File: src/shared/pb_map.svh
// Purpose: Offsets, bit positions, reset values and timing of pb_ctrl
// Assumes: Included by bare name; definitions only
// Notes:   Millisecond figures count ticks of the 1 ms time base
`ifndef PB_MAP_SVH
`define PB_MAP_SVH
// Register byte offsets
`define PB_FLAG_OFS    8'h00
`define PB_MASK_OFS    8'h04
`define PB_SENSE_OFS   8'h08
`define PB_CTRL_OFS    8'h0C
// Flag and mask bit positions
`define PB_PUSH_BIT    0
`define PB_REL_BIT     1
`define PB_H1_BIT      2
`define PB_FLAG_W      7
// Sense bit positions
`define PB_SNS_BTN_BIT 0
`define PB_SNS_STB_BIT 1
`define PB_SNS_ON_BIT  2
// Reset values
`define PB_MASK_RST    7'h7F
`define PB_FLAG_RST    7'h00
// Clock and time base
`define PB_CLK_MHZ     250
`define PB_TICK_US     1000
`define PB_DISCH_US    30
// Debounce times in ms
`define PB_DB_SHORT_MS 10'h020
`define PB_DB_MID_MS   10'h07D
`define PB_DB_LONG_MS  10'h2EE
`define PB_DB_RISE_MS  10'h020
// Held-duration thresholds in ms
`define PB_H1S_MS      15'h03E8
`define PB_H2S_MS      15'h07D0
`define PB_H3S_MS      15'h0BB8
`define PB_H4S_MS      15'h0FA0
`define PB_H8S_MS      15'h1F40
`define PB_H16S_MS     15'h3E80
`endif

File: src/shared/pb_pkg.sv
// Purpose: Types shared by the power button control block
// Assumes: Used together with pb_map.svh
// Notes:   Field order of ctrl_type is the control register layout
package pb_pkg;
    // Power state, Gray coded along off-on-down-discharge
    typedef enum logic [1:0] {
        ST_OFF   = 2'b00,
        ST_ON    = 2'b01,
        ST_DOWN  = 2'b11,
        ST_DISCH = 2'b10
    } pwr_state_type;
    // One APB request as seen by the slave
    typedef struct packed {
        logic        sel;
        logic        enable;
        logic        write;
        logic [7:0]  addr;
        logic [31:0] wdata;
    } apb_req_type;
    // Control register, bit 5 down to bit 0
    typedef struct packed {
        logic       pol_inv;
        logic       rst_en;
        logic [1:0] dly_sel;
        logic [1:0] dbnc_sel;
    } ctrl_type;
endpackage

File: src/rtl/pb_ctrl.sv
// Purpose: Power button, long press and standby request control
// Assumes: Pins synchronous to clk_sys_i; APB slave with 32-bit data
// Notes:   Debounce, held and long-press timers share a 1 ms tick
// Functional notes
// - Fuse 0: low level holds device off
// - Fuse 1: push button, press is low
// - Sense bit reads inverted pin level
// - Falling debounce by select, rising 32 ms
// - Debounce select loads from OTP at power-up
// - Debounced press powers on from off, raises flags only when on
// - Stable low in system-on sets push flag
// - Stable high after press sets release flag
// - Held low 1,2,3,4,8 s sets flags
// - Reset: power down, 30 us, power up
// - Long press without enable turns device off
// - Long press delay 2, 4, 8, 16 s
// - Long press select loads from OTP
// - Standby while on and effective request is asserted
// - Effective request is pin XOR invert bit
// - Flags latch, readable, cleared by writing one
// - Mask one keeps flag off interrupt pin
`timescale 1ns/1ps
`default_nettype none
`include "pb_map.svh"
module pb_ctrl
    import pb_pkg::*;
#(
    parameter int TICK_CYCLES  = `PB_TICK_US * `PB_CLK_MHZ,
    parameter int DISCH_CYCLES = `PB_DISCH_US * `PB_CLK_MHZ
) (
    // Clock and reset
    input  wire logic        clk_sys_i,
    input  wire logic        rstn_i,
    // APB slave
    input  wire logic        psel_i,
    input  wire logic        penable_i,
    input  wire logic        pwrite_i,
    input  wire logic [7:0]  paddr_i,
    input  wire logic [31:0] pwdata_i,
    output logic      [31:0] prdata_o,
    output logic             pready_o,
    output logic             pslverr_o,
    // Pins and fuses
    input  wire logic        power_button_input_i,
    input  wire logic        standby_req_i,
    input  wire logic        button_mode_fuse_i,
    input  wire logic [1:0]  otp_dbnc_sel_i,
    input  wire logic [1:0]  otp_dly_sel_i,
    // Power sequencer handshake
    input  wire logic        pwr_down_done_i,
    output logic             pwr_down_o,
    output logic             sys_on_o,
    output logic             standby_o,
    // Interrupt, active high
    output logic             interrupt_output_pin_o
);
    localparam int TW = $clog2(TICK_CYCLES + 1);
    localparam int DW = $clog2(DISCH_CYCLES + 1);
    localparam int FW = `PB_FLAG_W;
    logic              rstn_meta_ff;  // First reset stage
    logic              rstn_sync_ff;  // Released reset for the block
    logic [TW-1:0]     tick_cnt_ff;   // Time base divider
    logic              tick;          // One cycle per ms
    logic              filt_ff;       // Debounced pin level
    logic [9:0]        deb_cnt_ff;    // Debounce tick count
    logic [9:0]        fall_lim;      // Falling edge debounce
    logic [9:0]        deb_lim;       // Active debounce limit
    logic              differ;        // Pin differs from filtered
    logic              flip;          // Filtered level changes
    logic              fell;          // Debounced press
    logic              rose;          // Debounced release
    logic [14:0]       held_cnt_ff;   // Ms held low
    logic [14:0]       dly_lim;       // Long press limit
    logic [4:0]        held_set;      // Held thresholds reached
    logic              long_hit;      // Long press expired
    logic              pressed_ff;    // Push seen, release pending
    logic              sense_ff;      // Inverted pin level
    pwr_state_type     state_ff;      // Power state
    pwr_state_type     nxt_state;     // Next power state
    logic              rst_pend_ff;   // Power down ends in reset
    logic              nxt_rst_pend;  // Next reset pending
    logic [DW-1:0]     disch_cnt_ff;  // Discharge wait count
    logic              disch_done;    // Discharge wait over
    logic              sys_on;        // System-on state
    logic              loaded_ff;     // OTP defaults taken
    logic              otp_load;      // Load OTP defaults now
    ctrl_type          ctrl_ff;       // Control register
    logic [FW-1:0]     flag_ff;       // Sticky event flags
    logic [FW-1:0]     mask_ff;       // Interrupt mask
    logic [FW-1:0]     flag_set;      // Events this cycle
    logic [FW-1:0]     flag_clr;      // Software clears
    logic              standby_ff;    // Standby output
    logic              sys_on_ff;     // System-on output
    logic              pwr_down_ff;   // Power down output
    logic              irq_ff;        // Interrupt output
    apb_req_type       req;           // Bundled APB request
    logic              ack_ff;        // APB ready
    logic              err_ff;        // APB error
    logic [31:0]       rdata_ff;      // APB read data
    logic              acc;           // Access phase
    logic              wr_en;         // Write completes
    logic              hit_flag;      // Flag register hit
    logic              hit_mask;      // Mask register hit
    logic              hit_sense;     // Sense register hit
    logic              hit_ctrl;      // Control register hit
    logic              addr_ok;       // Mapped address
    logic [31:0]       rd_val;        // Selected read value
    // Two-stage reset release
    always_ff @(posedge clk_sys_i or negedge rstn_i) begin
        if (!rstn_i) begin
            rstn_meta_ff <= 1'b0;
            rstn_sync_ff <= 1'b0;
        end else begin
            rstn_meta_ff <= 1'b1;
            rstn_sync_ff <= rstn_meta_ff;
        end
    end
    // Free-running 1 ms time base shared by the debounce, held and long-press timers
    assign tick = (tick_cnt_ff == TW'(TICK_CYCLES - 1));
    always_ff @(posedge clk_sys_i or negedge rstn_sync_ff) begin
        if (!rstn_sync_ff) begin
            tick_cnt_ff <= '0;
        end else begin
            tick_cnt_ff <= tick ? '0 : tick_cnt_ff + TW'(1);
        end
    end
    // Debounce limits by select code and edge direction
    assign fall_lim = ctrl_ff.dbnc_sel == 2'h3 ? `PB_DB_LONG_MS :
                      ctrl_ff.dbnc_sel == 2'h2 ? `PB_DB_MID_MS :
                      `PB_DB_SHORT_MS;
    assign deb_lim  = filt_ff ? fall_lim : `PB_DB_RISE_MS;
    assign differ   = power_button_input_i ^ filt_ff;
    assign flip     = differ & tick & (deb_cnt_ff == deb_lim - 10'h001);
    assign fell     = flip & filt_ff;
    assign rose     = flip & ~filt_ff;
    // Filtered level; a bounce back restarts the count
    always_ff @(posedge clk_sys_i or negedge rstn_sync_ff) begin
        if (!rstn_sync_ff) begin
            filt_ff    <= 1'b1;
            deb_cnt_ff <= '0;
        end else if (!differ) begin
            deb_cnt_ff <= '0;
        end else if (flip) begin
            deb_cnt_ff <= '0;
            filt_ff    <= power_button_input_i;
        end else if (tick) begin
            deb_cnt_ff <= deb_cnt_ff + 10'h001;
        end
    end
    // Held-low time, saturates so it never wraps into a new event
    always_ff @(posedge clk_sys_i or negedge rstn_sync_ff) begin
        if (!rstn_sync_ff) begin
            held_cnt_ff <= '0;
        end else if (flip) begin
            held_cnt_ff <= '0;
        end else if (tick && !filt_ff && held_cnt_ff != '1) begin
            held_cnt_ff <= held_cnt_ff + 15'h0001;
        end
    end
    // Threshold crossings, each seen once per press
    assign held_set[0] = tick & ~filt_ff & (held_cnt_ff == `PB_H1S_MS - 15'h0001);
    assign held_set[1] = tick & ~filt_ff & (held_cnt_ff == `PB_H2S_MS - 15'h0001);
    assign held_set[2] = tick & ~filt_ff & (held_cnt_ff == `PB_H3S_MS - 15'h0001);
    assign held_set[3] = tick & ~filt_ff & (held_cnt_ff == `PB_H4S_MS - 15'h0001);
    assign held_set[4] = tick & ~filt_ff & (held_cnt_ff == `PB_H8S_MS - 15'h0001);
    // Long press delay by select code
    assign dly_lim = ctrl_ff.dly_sel == 2'h3 ? `PB_H16S_MS :
                     ctrl_ff.dly_sel == 2'h2 ? `PB_H8S_MS :
                     ctrl_ff.dly_sel == 2'h1 ? `PB_H4S_MS :
                     `PB_H2S_MS;
    // Only a push button has a long press; level mode is off when low
    assign long_hit = sys_on & button_mode_fuse_i & tick & ~filt_ff &
                      (held_cnt_ff == dly_lim - 15'h0001);
    assign sys_on     = (state_ff == ST_ON);
    assign disch_done = (disch_cnt_ff == DW'(DISCH_CYCLES - 1));
    // Power state selection
    always_comb begin
        nxt_state    = state_ff;
        nxt_rst_pend = rst_pend_ff;
        case (state_ff)
            ST_OFF: begin
                // Level mode needs high; push mode needs a press
                if (!button_mode_fuse_i && filt_ff && !differ) begin
                    nxt_state = ST_ON;
                end else if (button_mode_fuse_i && fell) begin
                    nxt_state = ST_ON;
                end
            end
            ST_ON: begin
                if (!button_mode_fuse_i && !filt_ff) begin
                    nxt_state    = ST_DOWN;
                    nxt_rst_pend = 1'b0;
                end else if (long_hit) begin
                    nxt_state    = ST_DOWN;
                    nxt_rst_pend = ctrl_ff.rst_en;
                end
            end
            ST_DOWN: begin
                // Sequencer reports the supplies are down
                if (pwr_down_done_i) begin
                    nxt_state = rst_pend_ff ? ST_DISCH : ST_OFF;
                end
            end
            ST_DISCH: begin
                // Supplies discharge, then power up again
                if (disch_done) begin
                    nxt_state    = ST_ON;
                    nxt_rst_pend = 1'b0;
                end
            end
            default: begin
                nxt_state    = ST_OFF;
                nxt_rst_pend = 1'b0;
            end
        endcase
    end
    // State register and registered state outputs
    always_ff @(posedge clk_sys_i or negedge rstn_sync_ff) begin
        if (!rstn_sync_ff) begin
            state_ff    <= ST_OFF;
            rst_pend_ff <= 1'b0;
            sys_on_ff   <= 1'b0;
            pwr_down_ff <= 1'b0;
        end else begin
            state_ff    <= nxt_state;
            rst_pend_ff <= nxt_rst_pend;
            sys_on_ff   <= (nxt_state == ST_ON);
            pwr_down_ff <= (nxt_state == ST_DOWN);
        end
    end
    // Discharge wait counts only inside its state
    always_ff @(posedge clk_sys_i or negedge rstn_sync_ff) begin
        if (!rstn_sync_ff) begin
            disch_cnt_ff <= '0;
        end else if (state_ff != ST_DISCH || disch_done) begin
            disch_cnt_ff <= '0;
        end else begin
            disch_cnt_ff <= disch_cnt_ff + DW'(1);
        end
    end
    // Standby while on, sense, and a release needing a push in ON
    always_ff @(posedge clk_sys_i or negedge rstn_sync_ff) begin
        if (!rstn_sync_ff) begin
            standby_ff <= 1'b0;
            sense_ff   <= 1'b0;
            pressed_ff <= 1'b0;
        end else begin
            standby_ff <= sys_on & (standby_req_i ^ ctrl_ff.pol_inv);
            sense_ff   <= ~power_button_input_i;
            if (fell && sys_on) begin
                pressed_ff <= 1'b1;
            end else if (rose) begin
                pressed_ff <= 1'b0;
            end
        end
    end
    // Events, only reported in system-on
    assign flag_set = {held_set & {5{sys_on}},
                       rose & sys_on & pressed_ff,
                       fell & sys_on};
    // APB request bundle and decode
    assign req       = '{sel: psel_i, enable: penable_i, write: pwrite_i,
                         addr: paddr_i, wdata: pwdata_i};
    assign acc       = req.sel & req.enable;
    assign wr_en     = acc & ack_ff & req.write;
    assign hit_flag  = (req.addr == `PB_FLAG_OFS);
    assign hit_mask  = (req.addr == `PB_MASK_OFS);
    assign hit_sense = (req.addr == `PB_SENSE_OFS);
    assign hit_ctrl  = (req.addr == `PB_CTRL_OFS);
    assign addr_ok   = hit_flag | hit_mask | hit_sense | hit_ctrl;
    assign flag_clr  = (wr_en && hit_flag) ? req.wdata[FW-1:0] : '0;
    assign otp_load  = ~loaded_ff | (state_ff == ST_DISCH && disch_done);
    assign rd_val    = hit_flag  ? {25'h0000000, flag_ff} :
                       hit_mask  ? {25'h0000000, mask_ff} :
                       hit_sense ? {29'h00000000, sys_on_ff, standby_ff, sense_ff} :
                       hit_ctrl  ? {26'h0000000, ctrl_ff} :
                       32'h00000000;
    // APB handshake: one wait state so read data comes from a flop
    always_ff @(posedge clk_sys_i or negedge rstn_sync_ff) begin
        if (!rstn_sync_ff) begin
            ack_ff   <= 1'b0;
            err_ff   <= 1'b0;
            rdata_ff <= '0;
        end else begin
            ack_ff <= acc & ~ack_ff;
            err_ff <= acc & ~ack_ff & ~addr_ok;
            if (acc && !ack_ff) begin
                rdata_ff <= req.write ? 32'h00000000 : rd_val;
            end
        end
    end
    // Sticky flags: a set in the clearing cycle wins
    always_ff @(posedge clk_sys_i or negedge rstn_sync_ff) begin
        if (!rstn_sync_ff) begin
            flag_ff <= `PB_FLAG_RST;
        end else begin
            flag_ff <= (flag_ff & ~flag_clr) | flag_set;
        end
    end
    // Mask and control; OTP defaults override a same-cycle write
    always_ff @(posedge clk_sys_i or negedge rstn_sync_ff) begin
        if (!rstn_sync_ff) begin
            mask_ff   <= `PB_MASK_RST;
            ctrl_ff   <= '0;
            loaded_ff <= 1'b0;
        end else begin
            loaded_ff <= 1'b1;
            if (wr_en && hit_mask) begin
                mask_ff <= req.wdata[FW-1:0];
            end
            if (otp_load) begin
                ctrl_ff <= '{pol_inv: 1'b0, rst_en: 1'b0,
                             dly_sel: otp_dly_sel_i,
                             dbnc_sel: otp_dbnc_sel_i};
            end else if (wr_en && hit_ctrl) begin
                ctrl_ff <= ctrl_type'(req.wdata[5:0]);
            end
        end
    end
    // Interrupt pin: any unmasked flag, one cycle behind the flags
    always_ff @(posedge clk_sys_i or negedge rstn_sync_ff) begin
        if (!rstn_sync_ff) begin
            irq_ff <= 1'b0;
        end else begin
            irq_ff <= |(flag_ff & ~mask_ff);
        end
    end
    assign prdata_o               = rdata_ff;
    assign pready_o               = ack_ff;
    assign pslverr_o              = err_ff;
    assign pwr_down_o             = pwr_down_ff;
    assign sys_on_o               = sys_on_ff;
    assign standby_o              = standby_ff;
    assign interrupt_output_pin_o = irq_ff;
endmodule
`default_nettype wire

File: config.mk
export PLATFORM = sky130hd
export DESIGN_NAME = pb_ctrl
export DESIGN_NICKNAME = d
export VERILOG_FILES = /design/src/shared/pb_pkg.sv /design/src/rtl/pb_ctrl.sv
export VERILOG_INCLUDE_DIRS = /design/src /design/src/shared
export SDC_FILE = /design/constraint.sdc
export NUM_CORES = 1
export LEC_CHECK = 0
export ABC_AREA = 1
export BUFFER_PORTS_ARGS = -buffer_cell sky130_fd_sc_hd__buf_2
export CORE_MARGIN = 4
export CORE_UTILIZATION = 50
export CTS_CLUSTER_DIAMETER = 150
export DETAILED_ROUTE_END_ITERATION = 10
export HOLD_SLACK_MARGIN = 0.15
export PLACE_DENSITY_LB_ADDON = 0.12
export SYNTH_ARGS = -nofsm -noshare
export SYNTH_HDL_FRONTEND = slang
export SYNTH_SLANG_ARGS = --single-unit
File: constraint.sdc
create_clock -name clk_sys_i -period 5.75 [get_ports clk_sys_i]
set_input_delay 1.15 -clock clk_sys_i [delete_from_list [all_inputs] [get_ports clk_sys_i]]
set_output_delay 1.15 -clock clk_sys_i [all_outputs]
set_load 0.02 [all_outputs]
==> results of run 1 <==
sequential cells by signal (all words and copies together), names as in the netlist, 2 cells and up:
name / cells
deb_cnt_ff: 10
state_ff: 2
tick_cnt_ff: 18
held_cnt_ff: 15
flag_ff: 7
prdata_o: 7
ctrl_ff: 6
disch_cnt_ff: 13
mask_ff: 7
worst max-delay path, cell delays in order, from the launching register on:
cell and delay [ns]:
dfstp_2 0.79, nand3_1 0.23, ha_1 0.36, nand2_1 0.07, inv_1 0.05, nor2_1 0.12, o2111ai_1 0.13, nor2_1 0.11
nand3_1 0.34, inv_1 0.22, nor2_1 0.07
area by class of cell:
cell class	instances	area (sq um)
clock inverters	2	35.03
repair buffers	41	207.7
flip-flops and latches	98	2466
clock buffers	14	274.0
multi-input cells	561	2746
fillers	1097	5064
inverters	119	446.7
well taps	143	178.9
synthesized netlist by cell type (5+ instances only):
library cell	number	share of area
a21oi_1	29	0.025
buf_4	26	0.034
dfrtp_1	90	0.39
dfstp_2	8	0.036
ha_1	10	0.022
inv_1	116	0.075
nand2_1	181	0.12
nand2_2	6	0.0065
nand3_1	59	0.051
nand4_1	16	0.017
nor2_1	94	0.061
nor2_2	6	0.0065
nor3_1	20	0.017
o21ai_0	47	0.040
o221ai_1	7	0.011
o22ai_1	5	0.0054
xor2_1	14	0.021
power by group through the flow:
| stage | registers, uW | clock network [uW] | logic, uW |
|---|---|---|---|
| 2_1_floorplan | 764 | 0 | 125 |
| 3_3_place_gp | 752 | 0 | 182 |
| 3_5_place_dp | 753 | 0 | 183 |
| 4_1_cts | 741 | 643 | 184 |
| 5_1_grt | 744 | 673 | 209 |
| 6_report | 741 | 623 | 183 |
final timing paths:
path | startpoint | slack [ns] | end
worst max register to register | filt_ff | 3.14 | held_cnt_ff[11]
max in group asynchronous | rstn_sync_ff | 4.30 | deb_cnt_ff[2]
worst min register to register | rstn_sync_ff | 0.21 | disch_cnt_ff[8]
min in group clk_sys_i | rstn_meta_ff | 0.35 | rstn_sync_ff
worst max-delay path | filt_ff | 3.14 | held_cnt_ff[11]
worst min-delay path | rstn_sync_ff | 0.21 | disch_cnt_ff[8]
cell usage in the layout, fill, tap and decap left out, types with 4 or more instances in the layout:
| cell | n |
|---|---|
| nand2_1 | 181 |
| nor2_4 | 4 |
| a21oi_1 | 29 |
| o211ai_1 | 4 |
| xor2_1 | 14 |
| o21ai_0 | 47 |
| ha_1 | 10 |
| nand2_2 | 6 |
| o22ai_1 | 5 |
| nand3_1 | 59 |
| xnor2_1 | 4 |
| clkbuf_16 | 9 |
| conb_1 | 27 |
| nor2_1 | 94 |
| inv_1 | 116 |
| nor2_2 | 6 |
| nor3_1 | 20 |
| dfstp_2 | 8 |
| o221ai_1 | 7 |
| dfrtp_1 | 89 |
| buf_2 | 40 |
| nand4_1 | 16 |
| nor4_1 | 4 |
logic make-up after synthesis:
| group | Yosys count |
|---|---|
| DFF | 98 |
| xor gates and xnor gates | 18 |
| AOI/OAI and AO/OA | 103 |
| buffers and inverters | 152 |
| other | 2 |
| and+or+nand+nor | 403 |
| adders and majority gates | 10 |
layer usage:
metal  GRT usage  vias to the layer above  wire, um
met1      0.2688                     2302      5902
met5           0                        -         0
li1            -                     2556         -
met4     0.07193                        0       248
met3     0.03029                       18       706
met2      0.3287                      150      6021
metrics by stage:
step / std cells / setup WS (ns)
2_1_floorplan: 811 / 2.832
3_3_place_gp: 962 / 3.035
3_5_place_dp: 962 / 3.006
4_1_cts: 978 / 3.153
5_1_grt: 978 / 2.964
6_report: 978 / 3.139
==> flow_summary.json, run 1 <==
{
  "power.density_nw_per_um2": 243.5,
  "routed_wl_um": 12880,
  "cp.required_ns": 5.98,
  "status": "finished, final reports clean",
  "crit_fanout": 19,
  "intPower_uw": 1138,
  "ys_async_sr_fraction": 1.000,
  "routabilityCongestion": 0.9442,
  "report.final.hold_viol_count": 0,
  "power.switching_uw": 409.0,
  "synth-seq-area-share": 0.4239,
  "dpl.hpwl_um": 9726,
  "synth_top_family_by_area": "simple AND/OR/NAND/NOR gates",
  "drv_slew": 0,
  "postSynthAreaPerCell_sq_um": 7.391,
  "p_seq_frac": 0.479,
  "ctsLongestPathBuffers": 2,
  "clkLatencyLatePin_ns": 0.34,
  "cts_resized": 0,
  "tightest_slew_ns": 0.9584,
  "holdBufCountCts": 0,
  "port_buffers": 40,
  "layout.cell_area.non_filler_sq_um": 6355,
  "ios": 91,
  "yosys_warnings": 0,
  "cts.reportedPaths.clkPinSlew_ns": 0.07,
  "fin_util": 0.5565,
  "yosysUniqueCellTypes": 39,
  "synthSimpleGateAreaFrac": 0.3065,
  "synth_edf_count": 0,
  "pwr-share-comb": 0.118,
  "die_h_um": 115.8,
  "synth_xor_xnor_area_share": 0.02714,
  "first_global_vias": 4767,
  "tns_ns": 0,
  "power_switching_share": 0.2643,
  "drive_gt1_frac": 0.1114,
  "power.total_uw": 1547,
  "fp.dieArea_sq_um": 13410,
  "initial_core_util": 0.5088,
  "clkPwrFrac": 0.403,
  "place_area_sq_um": 6046,
  "slew_headroom": 0.3611,
  "diodes": 0,
  "worst-r2r-cell-count": 10,
  "setup_viol": 0,
  "end_kind": "register",
  "firstDrtPassIters": 5,
  "rsz0062_at_grt": "false",
  "numCtsBuffers": 9,
  "synthFlopType": "dfrtp_1",
  "grt_pass1_wl_um": 21660,
  "area_delta_synth_final_pct": 9.390,
  "ant_nets": 0,
  "cap_violations": 0,
  "die_w_um": 115.8,
  "max_freq_ghz": 0.3829,
  "grt_util_all_layers": 0.1997,
  "start_kind": "register",
  "cts_root_buffer": "clkbuf_16",
  "finalClockSkew_ns": 0.005969,
  "synth-compound-area-share": 0.1002,
  "grt_max_degree": 76,
  "cts.sinks": 98,
  "hold-worst-slack_ns": 0.2081,
  "globalRoute.totalOverflow": 0,
  "vias_per_cell": 5.139,
  "cts_tree": "built",
  "syn_area_sq_um": 5809,
  "worstPathArrival_ns": 2.84,
  "critPathKind": "register to register",
  "antenna_found_initial": 0,
  "htreeDepth": 3,
  "cellLeakagePower_uw": 0.003162,
  "rows": 39,
  "syn_inst": 786,
  "core-area_sq_um": 11420,
  "synthMuxAreaShare": 0,
  "drt_iter0_drc": 228,
  "hold_class": "register to async pin",
  "synthAdderAreaFrac": 0.02154,
  "dr_total_vias": 5026,
  "nNetsFinal": 893,
  "vdd_drop_max_uv": 201.1,
  "cts_setup_buffers": 0,
  "finalCritPeriodShare": 0.4542,
  "wl_per_cell_um": 13.17,
  "post-route-min-period_ns": 2.611,
  "drc_errors": 0,
  "ys_seq_elements": 98
}
Note: power is estimated with default switching activity, not from simulation.
==> run 2: changes to the inputs <==
Clock period 5.75 ns to 2.2 ns, I/O delays scaled along.
==> run 2 against run 1 <==
Against the previous run:
- global-route usage is 0.31 points higher
- power grew to 2.6 times the previous value
- utilization is 1.4 points higher
- sequential power grew to 2.6 times the previous value
- sequential share of layout area is 0.98 points lower
- clock skew is 0.0016 ns lower
- flip-flop and latch count stayed put
==> flow_summary.json, run 2 (same netlist as run 1, synthesis figures left out) <==
{
  "globalRoute.totalOverflow": 0,
  "clkPwrFrac": 0.383,
  "rows": 39,
  "vias_per_cell": 5.099,
  "cts.sinks": 98,
  "cts_root_buffer": "clkbuf_16",
  "hold-worst-slack_ns": 0.2687,
  "ctsLongestPathBuffers": 2,
  "power.total_uw": 3948,
  "diodes": 0,
  "crit_fanout": 8,
  "drt_iter0_drc": 239,
  "die_h_um": 115.8,
  "numCtsBuffers": 9,
  "final_common_cell": "nand2_1",
  "wl_per_cell_um": 13.03,
  "grt_util_all_layers": 0.2028,
  "nNetsFinal": 911,
  "vdd_drop_max_uv": 346.5,
  "intPower_uw": 2874,
  "fin_util": 0.5709,
  "routabilityCongestion": 0.9066,
  "status": "finished, final reports clean",
  "setup_viol": 0,
  "regMostFlops": "tick_cnt_ff",
  "setup_slack_ns": 0.1576,
  "reg.largest.list": "tick_cnt_ff x18, held_cnt_ff x15, disch_cnt_ff x13",
  "cellLeakagePower_uw": 0.003240,
  "cts.reportedPaths.clkPinSlew_ns": 0.06,
  "port_buffers": 40,
  "slowest_stage": "dfstp_2",
  "ant_nets": 0,
  "ios": 91,
  "cp_common_cell": "nand2_1",
  "power_switching_share": 0.2720,
  "report.final.hold_viol_count": 0,
  "hold_class": "register to async pin",
  "cts_tree": "built",
  "die_w_um": 115.8,
  "dr_total_vias": 5079,
  "fillers": 1129,
  "area_delta_synth_final_pct": 12.21,
  "firstDrtPassIters": 5,
  "end_kind": "register",
  "clkLatencyLatePin_ns": 0.34,
  "power.density_nw_per_um2": 605.6,
  "core-area_sq_um": 11420,
  "finalCritPeriodShare": 0.9284,
  "dpl.hpwl_um": 9972,
  "path_cells": "nand3_2 -> ha_4 -> nand2_1 -> inv_1 -> nor2_1 -> nand3b_1 -> nor2_2 -> nand2_2 -> nor2_4 -> inv_2 -> o21ai_1 -> nand2_1",
  "max_freq_ghz": 0.4896,
  "drc_errors": 0,
  "start_kind": "register",
  "htreeDepth": 3,
  "fp.dieArea_sq_um": 13410,
  "grt_pass1_wl_um": 21690,
  "finalClockSkew_ns": 0.004415,
  "p_seq_frac": 0.491,
  "drv_slew": 0,
  "critPathKind": "register to register",
  "routed_wl_um": 12980,
  "pwr-share-comb": 0.126,
  "grt_max_degree": 67,
  "power.switching_uw": 1074,
  "worstPathArrival_ns": 2.27,
  "cp.required_ns": 2.43,
  "final_cell_mix": "179 x nand2_1, 115 x inv_1, 92 x nor2_1, 89 x dfrtp_1, 57 x nand3_1",
  "drive_gt1_frac": 0.1372,
  "place_ws_ns": 0.06038,
  "initial_core_util": 0.5088,
  "post-route-min-period_ns": 2.042,
  "largest_reg_flops": 18,
  "first_global_vias": 4697,
  "antenna_found_initial": 0,
  "critPathMaxStageDelay_ns": 0.56,
  "cap_violations": 0
}
run 2: layout make-up:
cell class / instances / area (sq um) / share of cell area
flip-flops and latches: 98 / 2466 / 0.3783
multi-input cells: 561 / 2784 / 0.4271
inverters: 119 / 446.7 / 0.06852
clock inverters: 1 / 7.507 / 0.001152
repair buffers: 59 / 357.8 / 0.05489
well taps: 143 / 178.9 / 0.02745
clock buffers: 15 / 277.8 / 0.04261
run 2: critical path, delay by kind of cell (launching register included):
kind / cells / cell delay [ns]
compound gates: 1 / 0.12
fa+ha+maj: 1 / 0.26
buf+inv: 2 / 0.16
flops: 1 / 0.56
simple gates: 8 / 0.82
run 2: power by group through the flow:
stage | Clock (uW) | Sequential [uW] | Combinational (uW)
5_1_grt | 1620 | 1950 | 564
3_5_place_dp | 0 | 1970 | 482
2_1_floorplan | 0 | 2000 | 328
6_report | 1510 | 1940 | 497
4_1_cts | 1550 | 1940 | 487
3_3_place_gp | 0 | 1970 | 474
run 2: repair_timing:
item / 4_1_cts / 5_1_grt
hold endpoints to repair: 2 / 0
resized for setup: 0 / 9
buffers inserted: 0 / 2
hold buffers: 1 / 0
setup endpoints to repair: 0 / 11
run 2: worst paths after layout:
check | from | to | slack, ns | depth (start not counted)
min in group clk_sys_i | power_button_input_i | sense_ff | 0.31 | 2
setup reg to reg | filt_ff | pressed_ff | 0.16 | 12
hold reg to reg | rstn_sync_ff | held_cnt_ff[11] | 0.27 | 0
hold / removal | rstn_sync_ff | held_cnt_ff[11] | 0.27 | 0
setup / recovery | filt_ff | pressed_ff | 0.16 | 12
max in group asynchronous | rstn_sync_ff | mask_ff[1] | 1.20 | 1
run 2: per-stage QoR:
step | TNS (ns) | cells | area [sq um]
after global routing | -0.02227 | 996 | 6519
final | 0 | 996 | 6519
after floorplan | 0 | 811 | 5904
after global placement | 0 | 977 | 6171
after detailed placement | 0 | 977 | 6171
after CTS | 0 | 994 | 6466
run 2: routing by layer:
layer,GRT usage,up-vias,routed length (um)
li1,-,2603,-
met1,0.2748,2325,6015
met2,0.3253,126,5980
met3,0.03238,25,668
met4,0.08430,0,317
met5,0,-,0
